### config.mk
export PLATFORM = sky130hd
export DESIGN_NAME = instr_exec_state_timing
export DESIGN_NICKNAME = d
export VERILOG_FILES = /design/src/common/exec_timing_pkg.sv /design/src/core/instr_exec_state_timing.sv /design/src/core/state_total_calc.sv
export SDC_FILE = /design/constraint.sdc
export NUM_CORES = 1
export LEC_CHECK = 0
export BUFFER_PORTS_ARGS = -buffer_cell sky130_fd_sc_hd__buf_2
export CORE_ASPECT_RATIO = 0.5
export CORE_MARGIN = 4
export CORE_UTILIZATION = 40
export CTS_CLUSTER_DIAMETER = 120
export DETAILED_ROUTE_END_ITERATION = 6
export MAX_ROUTING_LAYER = met4
export PLACE_DENSITY_LB_ADDON = 0.08
export SYNTH_ARGS = -nofsm -noshare
export SYNTH_HDL_FRONTEND = slang
export SYNTH_SLANG_ARGS = --single-unit
### constraint.sdc
create_clock -name ref_clk -period 18.2 [get_ports ref_clk]
set_input_delay 2.73 -clock ref_clk [delete_from_list [all_inputs] [get_ports ref_clk]]
set_output_delay 2.73 -clock ref_clk [all_outputs]
set_load 0.01 [all_outputs]
### src/common/exec_timing_pkg.sv
// Constants and types shared by the execution state timing block
package exec_timing_pkg;

  // System clock of this build, and the length of one execution state
  localparam int CLK_PERIOD_NS = 50;
  localparam int STATE_LEN_NS = 50;
  // One state is one clock period; never less than one cycle
  localparam int STATE_CYCLES_RAW = STATE_LEN_NS / CLK_PERIOD_NS;
  localparam int STATE_CYCLES = (STATE_CYCLES_RAW < 1) ? 1 :
    STATE_CYCLES_RAW;

  // Default widths
  localparam int BASE_W = 8;
  localparam int PARAM_W = 8;
  localparam int TOTAL_W = 12;

  // Reset values
  localparam logic [TOTAL_W-1:0] TOTAL_RST = 12'h000;

  // External bus variant of the chip
  typedef enum logic {
    BUS_NARROW = 1'b0,
    BUS_WIDE = 1'b1
  } bus_variant_e;

  // Address region of a fetch or an operand access.
  // Narrow variant: FAST is on-chip memory, general register or no
  // operand; SLOW is a supporting module or off-chip memory.
  // Wide variant: FAST is 16-bit 2-state space or general register,
  // W16S3 16-bit 3-state, W8S2 8-bit 2-state, SLOW 8-bit 3-state or
  // on-chip register field.
  typedef enum logic [1:0] {
    RG_FAST = 2'h0,
    RG_W16S3 = 2'h1,
    RG_W8S2 = 2'h2,
    RG_SLOW = 2'h3
  } region_e;

  // Sequencer states, Gray coded
  typedef enum logic {
    ST_IDLE = 1'b0,
    ST_RUN = 1'b1
  } seq_state_e;

endpackage

### src/core/instr_exec_state_timing.sv
// Execution state sequencer: computes and times one instruction
`timescale 1ns/10ps

// Overview of operation
// - Each state lasts one system clock period.
// - I, J, K added for slow regions.
// - Narrow bus, on-chip fetch: base plus adjustment.
// - Narrow, module/off-chip operand: I byte, 2I word.
// - Narrow off-chip fetch adds twice (J+K).
// - On-chip fetch parity changes count by 1-2.
// - External wait states lengthen the instruction.
// - Wide: 16-bit 3-state word operand adds I/2.
// - Wide: 8-bit 3-state word operand adds 2I.
// - Wide: 16-bit 3-state fetch adds (J+K)/2.
// - That halved fetch term rounds down.
// - Wide: 8-bit 2-state fetch adds J+K, no adjustment.
// - Wide: 8-bit 3-state fetch adds 2(J+K).
// - Wait and idle states in 3-state space add.
// - Wide: 16-bit fetch parity changes count by 1-2.

module instr_exec_state_timing #(
  parameter int BASE_W = exec_timing_pkg::BASE_W,
  parameter int PARAM_W = exec_timing_pkg::PARAM_W,
  parameter int TOTAL_W = exec_timing_pkg::TOTAL_W
) (
  input wire logic ref_clk,
  input wire logic srst,
  input wire logic start,
  input wire exec_timing_pkg::bus_variant_e busVariant,
  input wire exec_timing_pkg::region_e fetchRegion,
  input wire exec_timing_pkg::region_e operandRegion,
  input wire logic wordAccess,
  input wire logic oddStart,
  input wire logic [BASE_W-1:0] baseCount,
  input wire logic [BASE_W-1:0] modeAdjEven,
  input wire logic [BASE_W-1:0] modeAdjOdd,
  input wire logic [PARAM_W-1:0] operandParam,
  input wire logic [PARAM_W-1:0] fetchParamJ,
  input wire logic [PARAM_W-1:0] fetchParamK,
  input wire logic waitState,
  input wire logic bus_idle_state,
  output logic busy,
  output logic done,
  output logic [TOTAL_W-1:0] calcTotal,
  output logic [TOTAL_W-1:0] finalTotal,
  output logic [TOTAL_W-1:0] extraStates
);

  typedef logic [TOTAL_W-1:0] count_t;

  typedef struct packed {
    exec_timing_pkg::seq_state_e st;
    logic stretchable;
    count_t remaining;
    count_t calc;
    count_t extra;
    count_t final_;
    logic busy;
    logic done;
  } timing_s;

  timing_s cur;
  timing_s next_cur;
  count_t computed;
  logic stall;

  state_total_calc #(
    .BASE_W(BASE_W),
    .PARAM_W(PARAM_W),
    .TOTAL_W(TOTAL_W)
  ) u_calc (
    .busVariant(busVariant),
    .fetchRegion(fetchRegion),
    .operandRegion(operandRegion),
    .wordAccess(wordAccess),
    .oddStart(oddStart),
    .baseCount(baseCount),
    .modeAdjEven(modeAdjEven),
    .modeAdjOdd(modeAdjOdd),
    .operandParam(operandParam),
    .fetchParamJ(fetchParamJ),
    .fetchParamK(fetchParamK),
    .stateTotal(computed)
  );

  // Only accesses that can be stretched by the memory side
  function automatic logic canStretch(
    input exec_timing_pkg::bus_variant_e v,
    input exec_timing_pkg::region_e f,
    input exec_timing_pkg::region_e o
  );
    if (v == exec_timing_pkg::BUS_NARROW) begin
      canStretch = (f != exec_timing_pkg::RG_FAST) ||
        (o != exec_timing_pkg::RG_FAST);
    end else begin
      canStretch = (f == exec_timing_pkg::RG_W16S3) ||
        (f == exec_timing_pkg::RG_SLOW) ||
        (o == exec_timing_pkg::RG_W16S3) ||
        (o == exec_timing_pkg::RG_SLOW);
    end
  endfunction

  always_comb begin
    next_cur = cur;
    next_cur.done = 1'b0;
    // Narrow variant counts idle states too, harmless when unused
    stall = cur.stretchable && (waitState || bus_idle_state);
    unique case (cur.st)
      exec_timing_pkg::ST_IDLE: begin
        if (start) begin
          next_cur.st = exec_timing_pkg::ST_RUN;
          next_cur.busy = 1'b1;
          next_cur.calc = computed;
          // A zero count would wrap and take 4096 states; floor at one state
          next_cur.remaining = (computed == '0) ? count_t'(1) : computed;
          next_cur.extra = '0;
          next_cur.stretchable = canStretch(busVariant, fetchRegion,
            operandRegion);
        end
      end
      exec_timing_pkg::ST_RUN: begin
        if (stall) begin
          next_cur.extra = count_t'(cur.extra + count_t'(1));
        end else if (cur.remaining == count_t'(1)) begin
          next_cur.st = exec_timing_pkg::ST_IDLE;
          next_cur.busy = 1'b0;
          next_cur.done = 1'b1;
          next_cur.remaining = '0;
          next_cur.final_ = count_t'(cur.calc + cur.extra);
        end else begin
          // One state per clock at this rate
          next_cur.remaining = count_t'(cur.remaining -
            count_t'(exec_timing_pkg::STATE_CYCLES));
        end
      end
    endcase
  end

  always_ff @(posedge ref_clk) begin
    if (srst) begin
      cur <= '{st: exec_timing_pkg::ST_IDLE, stretchable: 1'b0,
        remaining: exec_timing_pkg::TOTAL_RST,
        calc: exec_timing_pkg::TOTAL_RST,
        extra: exec_timing_pkg::TOTAL_RST,
        final_: exec_timing_pkg::TOTAL_RST, busy: 1'b0, done: 1'b0};
    end else begin
      cur <= next_cur;
    end
  end

  assign busy = cur.busy;
  assign done = cur.done;
  assign calcTotal = cur.calc;
  assign finalTotal = cur.final_;
  assign extraStates = cur.extra;

endmodule

### src/core/state_total_calc.sv
// Combinational count of execution states for one instruction
`timescale 1ns/10ps

module state_total_calc #(
  parameter int BASE_W = exec_timing_pkg::BASE_W,
  parameter int PARAM_W = exec_timing_pkg::PARAM_W,
  parameter int TOTAL_W = exec_timing_pkg::TOTAL_W
) (
  input wire exec_timing_pkg::bus_variant_e busVariant,
  input wire exec_timing_pkg::region_e fetchRegion,
  input wire exec_timing_pkg::region_e operandRegion,
  input wire logic wordAccess,
  input wire logic oddStart,
  input wire logic [BASE_W-1:0] baseCount,
  input wire logic [BASE_W-1:0] modeAdjEven,
  input wire logic [BASE_W-1:0] modeAdjOdd,
  input wire logic [PARAM_W-1:0] operandParam,
  input wire logic [PARAM_W-1:0] fetchParamJ,
  input wire logic [PARAM_W-1:0] fetchParamK,
  output logic [TOTAL_W-1:0] stateTotal
);

  typedef logic [TOTAL_W-1:0] total_t;

  // Widen then halve, dropping the remainder
  function automatic total_t halfDown(input total_t v);
    halfDown = v >> 1;
  endfunction

  function automatic total_t widen(input logic [PARAM_W-1:0] v);
    widen = total_t'(v);
  endfunction

  total_t valI;
  total_t sumJK;
  total_t adj;
  total_t opTerm;
  total_t fetchTerm;

  always_comb begin
    valI = widen(operandParam);
    sumJK = total_t'(widen(fetchParamJ) + widen(fetchParamK));
    // Parity of the start address picks the adjustment
    adj = oddStart ? total_t'(modeAdjOdd) : total_t'(modeAdjEven);
    opTerm = '0;
    fetchTerm = '0;
    if (busVariant == exec_timing_pkg::BUS_NARROW) begin
      // Anything not on-chip counts as module or off-chip
      if (operandRegion != exec_timing_pkg::RG_FAST) begin
        opTerm = wordAccess ? total_t'(valI << 1) : valI;
      end
      if (fetchRegion == exec_timing_pkg::RG_FAST) begin
        fetchTerm = adj;
      end else begin
        fetchTerm = total_t'(sumJK << 1);
      end
    end else begin
      unique case (operandRegion)
        exec_timing_pkg::RG_FAST: opTerm = '0;
        exec_timing_pkg::RG_W16S3: begin
          opTerm = wordAccess ? halfDown(valI) : valI;
        end
        exec_timing_pkg::RG_W8S2: begin
          opTerm = wordAccess ? valI : '0;
        end
        exec_timing_pkg::RG_SLOW: begin
          opTerm = wordAccess ? total_t'(valI << 1) : valI;
        end
      endcase
      unique case (fetchRegion)
        exec_timing_pkg::RG_FAST: fetchTerm = adj;
        exec_timing_pkg::RG_W16S3: begin
          if (wordAccess && operandRegion == exec_timing_pkg::RG_W16S3)
              begin
            // Halved together, so one rounding only
            opTerm = '0;
            fetchTerm = total_t'(adj + halfDown(total_t'(valI + sumJK)));
          end else begin
            fetchTerm = total_t'(adj + halfDown(sumJK));
          end
        end
        exec_timing_pkg::RG_W8S2: fetchTerm = sumJK;
        exec_timing_pkg::RG_SLOW: begin
          fetchTerm = total_t'(sumJK << 1);
        end
      endcase
    end
    stateTotal = total_t'(total_t'(baseCount) + opTerm + fetchTerm);
  end

endmodule

---- Word level (Yosys, flattened, before mapping) ----
Index checks and enable logic that the tools add are counted.
operators by class
  reductions and logical operators ........ 18
  bitwise operators ....................... 2
  muxes and demuxes ....................... 28
  $add $sub $neg .......................... 9
  equal/unequal tests ..................... 11
operator list
  operator                                                              number
  12-bit two-way mux                                                    11
  12-bit one-hot mux with 4 select lines                                2
  12-bit one-hot mux with 2 select lines                                2
  38-bit two-way mux                                                    1
  12-bit by 11-bit adder with 12-bit output                             2
  12-bit adder                                                          2
  8-bit by 12-bit adder with 12-bit output                              2
  8-bit two-way mux                                                     3
  12-bit by 1-bit adder with 12-bit output, second input constant       1
  12-bit by 1-bit == test with 1-bit output, second input constant      1
  12-bit logical NOT                                                    1
  12-bit by 1-bit subtractor with 12-bit output, second input constant  1
  8-bit by 8-bit adder with 9-bit output                                1
  9-bit two-way mux                                                     1
  2-bit == test, second input constant                                  4
  2-bit AND reduction                                                   3
  3-bit AND reduction                                                   2
  1-bit logical OR                                                      5
  2-bit by 1-bit == test with 1-bit output, second input constant       2
  2-bit logical NOT                                                     2
  1-bit two-way mux                                                     4
  2-bit two-way mux                                                     2
  2-bit by 1-bit != test with 1-bit output, second input constant       2
  2-bit != test, second input constant                                  2
  5 further kinds                                                       9
word-level totals
  output and inout bits ................... 38
  register bits ........................... 52

---- Depth between registers and ports, before layout ----
  depth in word-level cells ............... 11
  gate-level depth with buffers ........... 26
  mapped depth without buffers ............ 26

---- Modules after synthesis ----
Synthesis repeated with hierarchy kept, for this count alone.
unflattened totals
  cells, all modules ...................... 787
  area, all modules ....................... 6032.0 um2
modules (own cells, without submodules)
  module                   instances  cells each  area an instance (um2)
  instr_exec_state_timing  1          391         3106.7
  state_total_calc         1          396         2925.3

---- Worst setup path before layout ----
No wires, ideal clock.
  kind .................................... input -> register
  from .................................... input port fetchParamJ[0]
  to ...................................... register cur[38] (netlist name)
  path slack .............................. 10.304 ns
  buffers on the path ..................... 0
  library setup time ...................... 0.087 ns
  arrival time ............................ 7.809 ns
  cell stages on the path ................. 23
  path through ............................ ha_1 > fa_1 > xor2_1 > ha_1 > a21oi_1 > nand2_1 > xor2_1 > ha_1 > o21ai_0 > nor2_1 > o21ai_0 > o21a_1 > o22ai_1 > a221o_1 > fa_1 > inv_1 > ha_1 > o21ai_0 > o21bai_1 > a21oi_1 > xnor2_1 > or4_1 > o31ai_1
on the way
  longest elaborated chain between the ends .. 11
  elaborated cells on any way between the ends .. 13
  those cells by class .................... add/sub (5); mux (7); reduce/logical (1)
ends and longest elaborated chain
  item                                       line                            RTL
  start, declared                            instr_exec_state_timing.sv:38   input wire logic [PARAM_W-1:0] fetchParamJ,
  8-bit by 8-bit adder with 9-bit output *   state_total_calc.sv:42          sumJK = total_t'(widen(fetchParamJ) + widen(fetchParamK));
  8-bit by 12-bit adder with 12-bit output   state_total_calc.sv:77          fetchTerm = total_t'(adj + halfDown(total_t'(valI + sumJK)));
  12-bit by 11-bit adder with 12-bit output  state_total_calc.sv:77
  12-bit two-way mux                         state_total_calc.sv:73          if (wordAccess && operandRegion == exec_timing_pkg::RG_W16S3)
  12-bit one-hot mux with 4 select lines     state_total_calc.sv:70          unique case (fetchRegion)
  12-bit two-way mux *                       state_total_calc.sv:47          if (busVariant == exec_timing_pkg::BUS_NARROW) begin
  12-bit adder *                             state_total_calc.sv:88          stateTotal = total_t'(total_t'(baseCount) + opTerm + fetchTerm);
  12-bit logical NOT                         instr_exec_state_timing.sv:115  next_cur.remaining = (computed == '0) ? count_t'(1) : computed;
  12-bit two-way mux *                       instr_exec_state_timing.sv:115
  38-bit two-way mux *                       instr_exec_state_timing.sv:110  if (start) begin
  12-bit one-hot mux with 2 select lines *   instr_exec_state_timing.sv:108  unique case (cur.st)
  end signal, assigned                       instr_exec_state_timing.sv:141  cur <= '{st: exec_timing_pkg::ST_IDLE, stretchable: 1'b0,
  end signal, assigned                       instr_exec_state_timing.sv:147  cur <= next_cur;
  end, declared                              instr_exec_state_timing.sv:62   timing_s cur;
Mark *: on every way between the ends. The rest lies on a longest branch, timed or not. The select of a mux whose other input is x is not followed.
A chain may end at the register's enable or synchronous reset.

---- Worst setup path in the final report ----
  from .................................... input port fetchParamJ[0]
  to ...................................... register cur[45] (netlist name)
Same word-level chain as after synthesis.

==> run metrics <==
outcome=finished clean; crit-path max cell delay=approximately 0.50 ns; Syn Inst Count=between 700 and 800; Req. time, crit path=18.41 ns; number of gates resized after cts=0; Seq/Total Area, Yosys=0.176; core area=around 14000 um2; initial antenna violation count=1; type of the most critical hold path=reg -> reg; TritonCTS Buffers=5; DR iter-0 viols=335; Critical path buffers and inverters=2; Slowest-stage cell, CP=xor2_1; skew final=0.00840 ns; CTS H-tree depth=2; DRC=0; IO Pins=98; Post-synth EDFFs=0; Hold Buf Count CTS=0; root buffer cell=clkbuf_16; total die area=around 17000 um2; post-CTS setup repair buffer count=0; P_leak=~2.8 nW; worst-case clock buffer depth=2; post-synth net total=around 890; Largest delay share family, worst path=compound AO/OA/AOI/OAI gates; Clock Sinks=51; First-pass DRT Iterations=5; final slew viol count=0; maximum number of pins on one net before global-route repair=60; Arr. time, crit path=approximately 8.6 ns; Setup TNS=0 ns; Pwr per Cell Area=around 87 nW/um2; #FFs+latches synth=a little over 50; CP Capture Type=flop; Worst-Margin Slew=approximately 1 ns; Post-Synthesis Cell Area=approximately 5800 um2; hpwl dp=approximately 13 mm; Ys Warns=0; CP max FO=6; IR drop worst, VDD=approximately 0.000037 V; WS Path Type=in -> reg; Final Net Count=a little over 900; Die X=between 150 and 200 um; Synth Area per Inst=approximately 7.6 um2; fillcell total=approximately 1500; row count=30; clk_lat worst skew=around 0.3 ns; Max Fclk=119 MHz; Starting Density=0.418; number of global-route vias before repair=about 5200; Remaining Overflow, GRT=0; period utilization=0.460; Clock transition at path regs=around 0.070 ns; GRT Total Usage=0.195; max-cap violations=0; remaining antenna violation count=0; slew margin rel.=0.313; vias per cell=about 5.5; Yosys cell types=69; Worst Setup Start Kind=input port; final hold viol count=0; placer congestion estimate=0.869; Wirelength per Cell=around 16 um; via count=5546; RSZ-0062 raised after global routing=false; first-pass GRT wire length=approximately 26 mm; ys flop type=dfxtp_1; area grow syn2layout=8.95%; die height=93.2 um; ys async rst share=0; port bufs=96; CTS tree=yes; final setup fails=0; Period minus WS final=~8.4 ns; Tot Pwr=between 500 and 600 uW; WL final=~16 mm; share of layout cells above drive strength 1=0.157
[worst reg2reg max path, delay by kind of cell (launching register included)]
family,cells,cell delay (ns)
XOR/XNOR,1,0.23
adder cells (fa/ha/maj),1,0.29
AO/OA/AOI/OAI,4,1.29
flip-flops,1,0.45
AND/OR/NAND/NOR,1,0.13
[metal layers]
| metal | track usage | up-vias | part of all wire |
|---|---|---|---|
| met5 | - | - | 0 |
| met4 | 0.0255 | 0 | 0.0064 |
| met3 | 0.0267 | 12 | 0.047 |
| met2 | 0.335 | 132 | 0.47 |
| met1 | 0.254 | 2567 | 0.48 |
| li1 | - | 2835 | - |
[power by group]
| part | internal, mW | switching, mW | leakage (nW) |
|---|---|---|---|
| registers | 0.123 | 0.0146 | 0.416 |
| logic | 0.134 | 0.179 | 2.31 |
| clock network | 0.0525 | 0.0458 | 0.0759 |
[state kept, by name, indices dropped and copies added, names as in the netlist]
signal and cells:
done 1, finalTotal 12, cur 14, extraStates 12, busy 1, calcTotal 11
[layout by cell type (no fill, tap or decap), types with 18 or more instances in the layout]
master,count
nor3_1,24
o21ai_0,51
a21oi_1,60
inv_1,44
nor2_1,79
ha_1,55
a211oi_1,18
nand2_1,66
dfxtp_1,51
buf_2,96
xnor2_1,20
[stage by stage]
step | cells | util | hold WS, ns | setup slack, ns | instance area [um2]
2_1_floorplan | 764 | - | 0.432 | 10.30 | 5800
3_3_place_gp | 991 | 0.444 | 0.439 | 9.58 | 6170
3_5_place_dp | 991 | 0.444 | 0.444 | 9.47 | 6170
4_1_cts | 999 | 0.455 | 0.453 | 9.76 | 6320
5_1_grt | 1000 | 0.455 | 0.480 | 9.19 | 6320
6_report | 1000 | 0.455 | 0.447 | 9.83 | 6320
[cell usage after synthesis, types with 14 or more instances]
library cell / n / area share
a21o_1: 15 / 0.019
nand2_1: 66 / 0.043
clkbuf_1: 25 / 0.016
nor3_1: 24 / 0.021
a211oi_1: 18 / 0.023
dfxtp_1: 51 / 0.18
a21oi_1: 60 / 0.052
o21ai_0: 51 / 0.044
inv_1: 44 / 0.028
buf_4: 36 / 0.047
ha_1: 55 / 0.12
xnor2_1: 20 / 0.030
nor2_1: 79 / 0.051
fa_1: 14 / 0.048
[kinds of logic after synthesis]
group,share of synthesized area
AND/OR/NAND/NOR,0.213
AO/OA/AOI/OAI,0.256
buffers and inverters,0.0933
adder cells (fa/ha/maj),0.169
flip-flops,0.176
XOR/XNOR,0.0453
multiplexers,0.0476
other,0.000646
[final cells by class]
class                      instances  area, um2  area share
multi-input combinational        605       4240       0.671
sequential                        51       1020       0.161
timing repair buffer              98        495      0.0784
tap                              192        240      0.0380
inverter                          45        169      0.0267
clock buffer                       5        125      0.0198
clock inverter                     3       28.8     0.00455
antenna                            1       2.50    0.000396
[path summary, 6_finish.rpt]
| check | from | to | slack [ns] | cells after the start |
|---|---|---|---|---|
| worst max-delay path | fetchParamJ[0] | cur[45]$_SDFFE_PP0P_ | 9.83 | 25 |
| worst min-delay path | finalTotal[6]$_SDFFE_PP0P_ | finalTotal[6]$_SDFFE_PP0P_ | 0.45 | 2 |
| worst max register to register | calcTotal[1]$_SDFFE_PP0P_ | finalTotal[9]$_SDFFE_PP0P_ | 15.64 | 7 |
| worst min register to register | finalTotal[6]$_SDFFE_PP0P_ | finalTotal[6]$_SDFFE_PP0P_ | 0.45 | 2 |
Power figures use the tool's default switching activity.
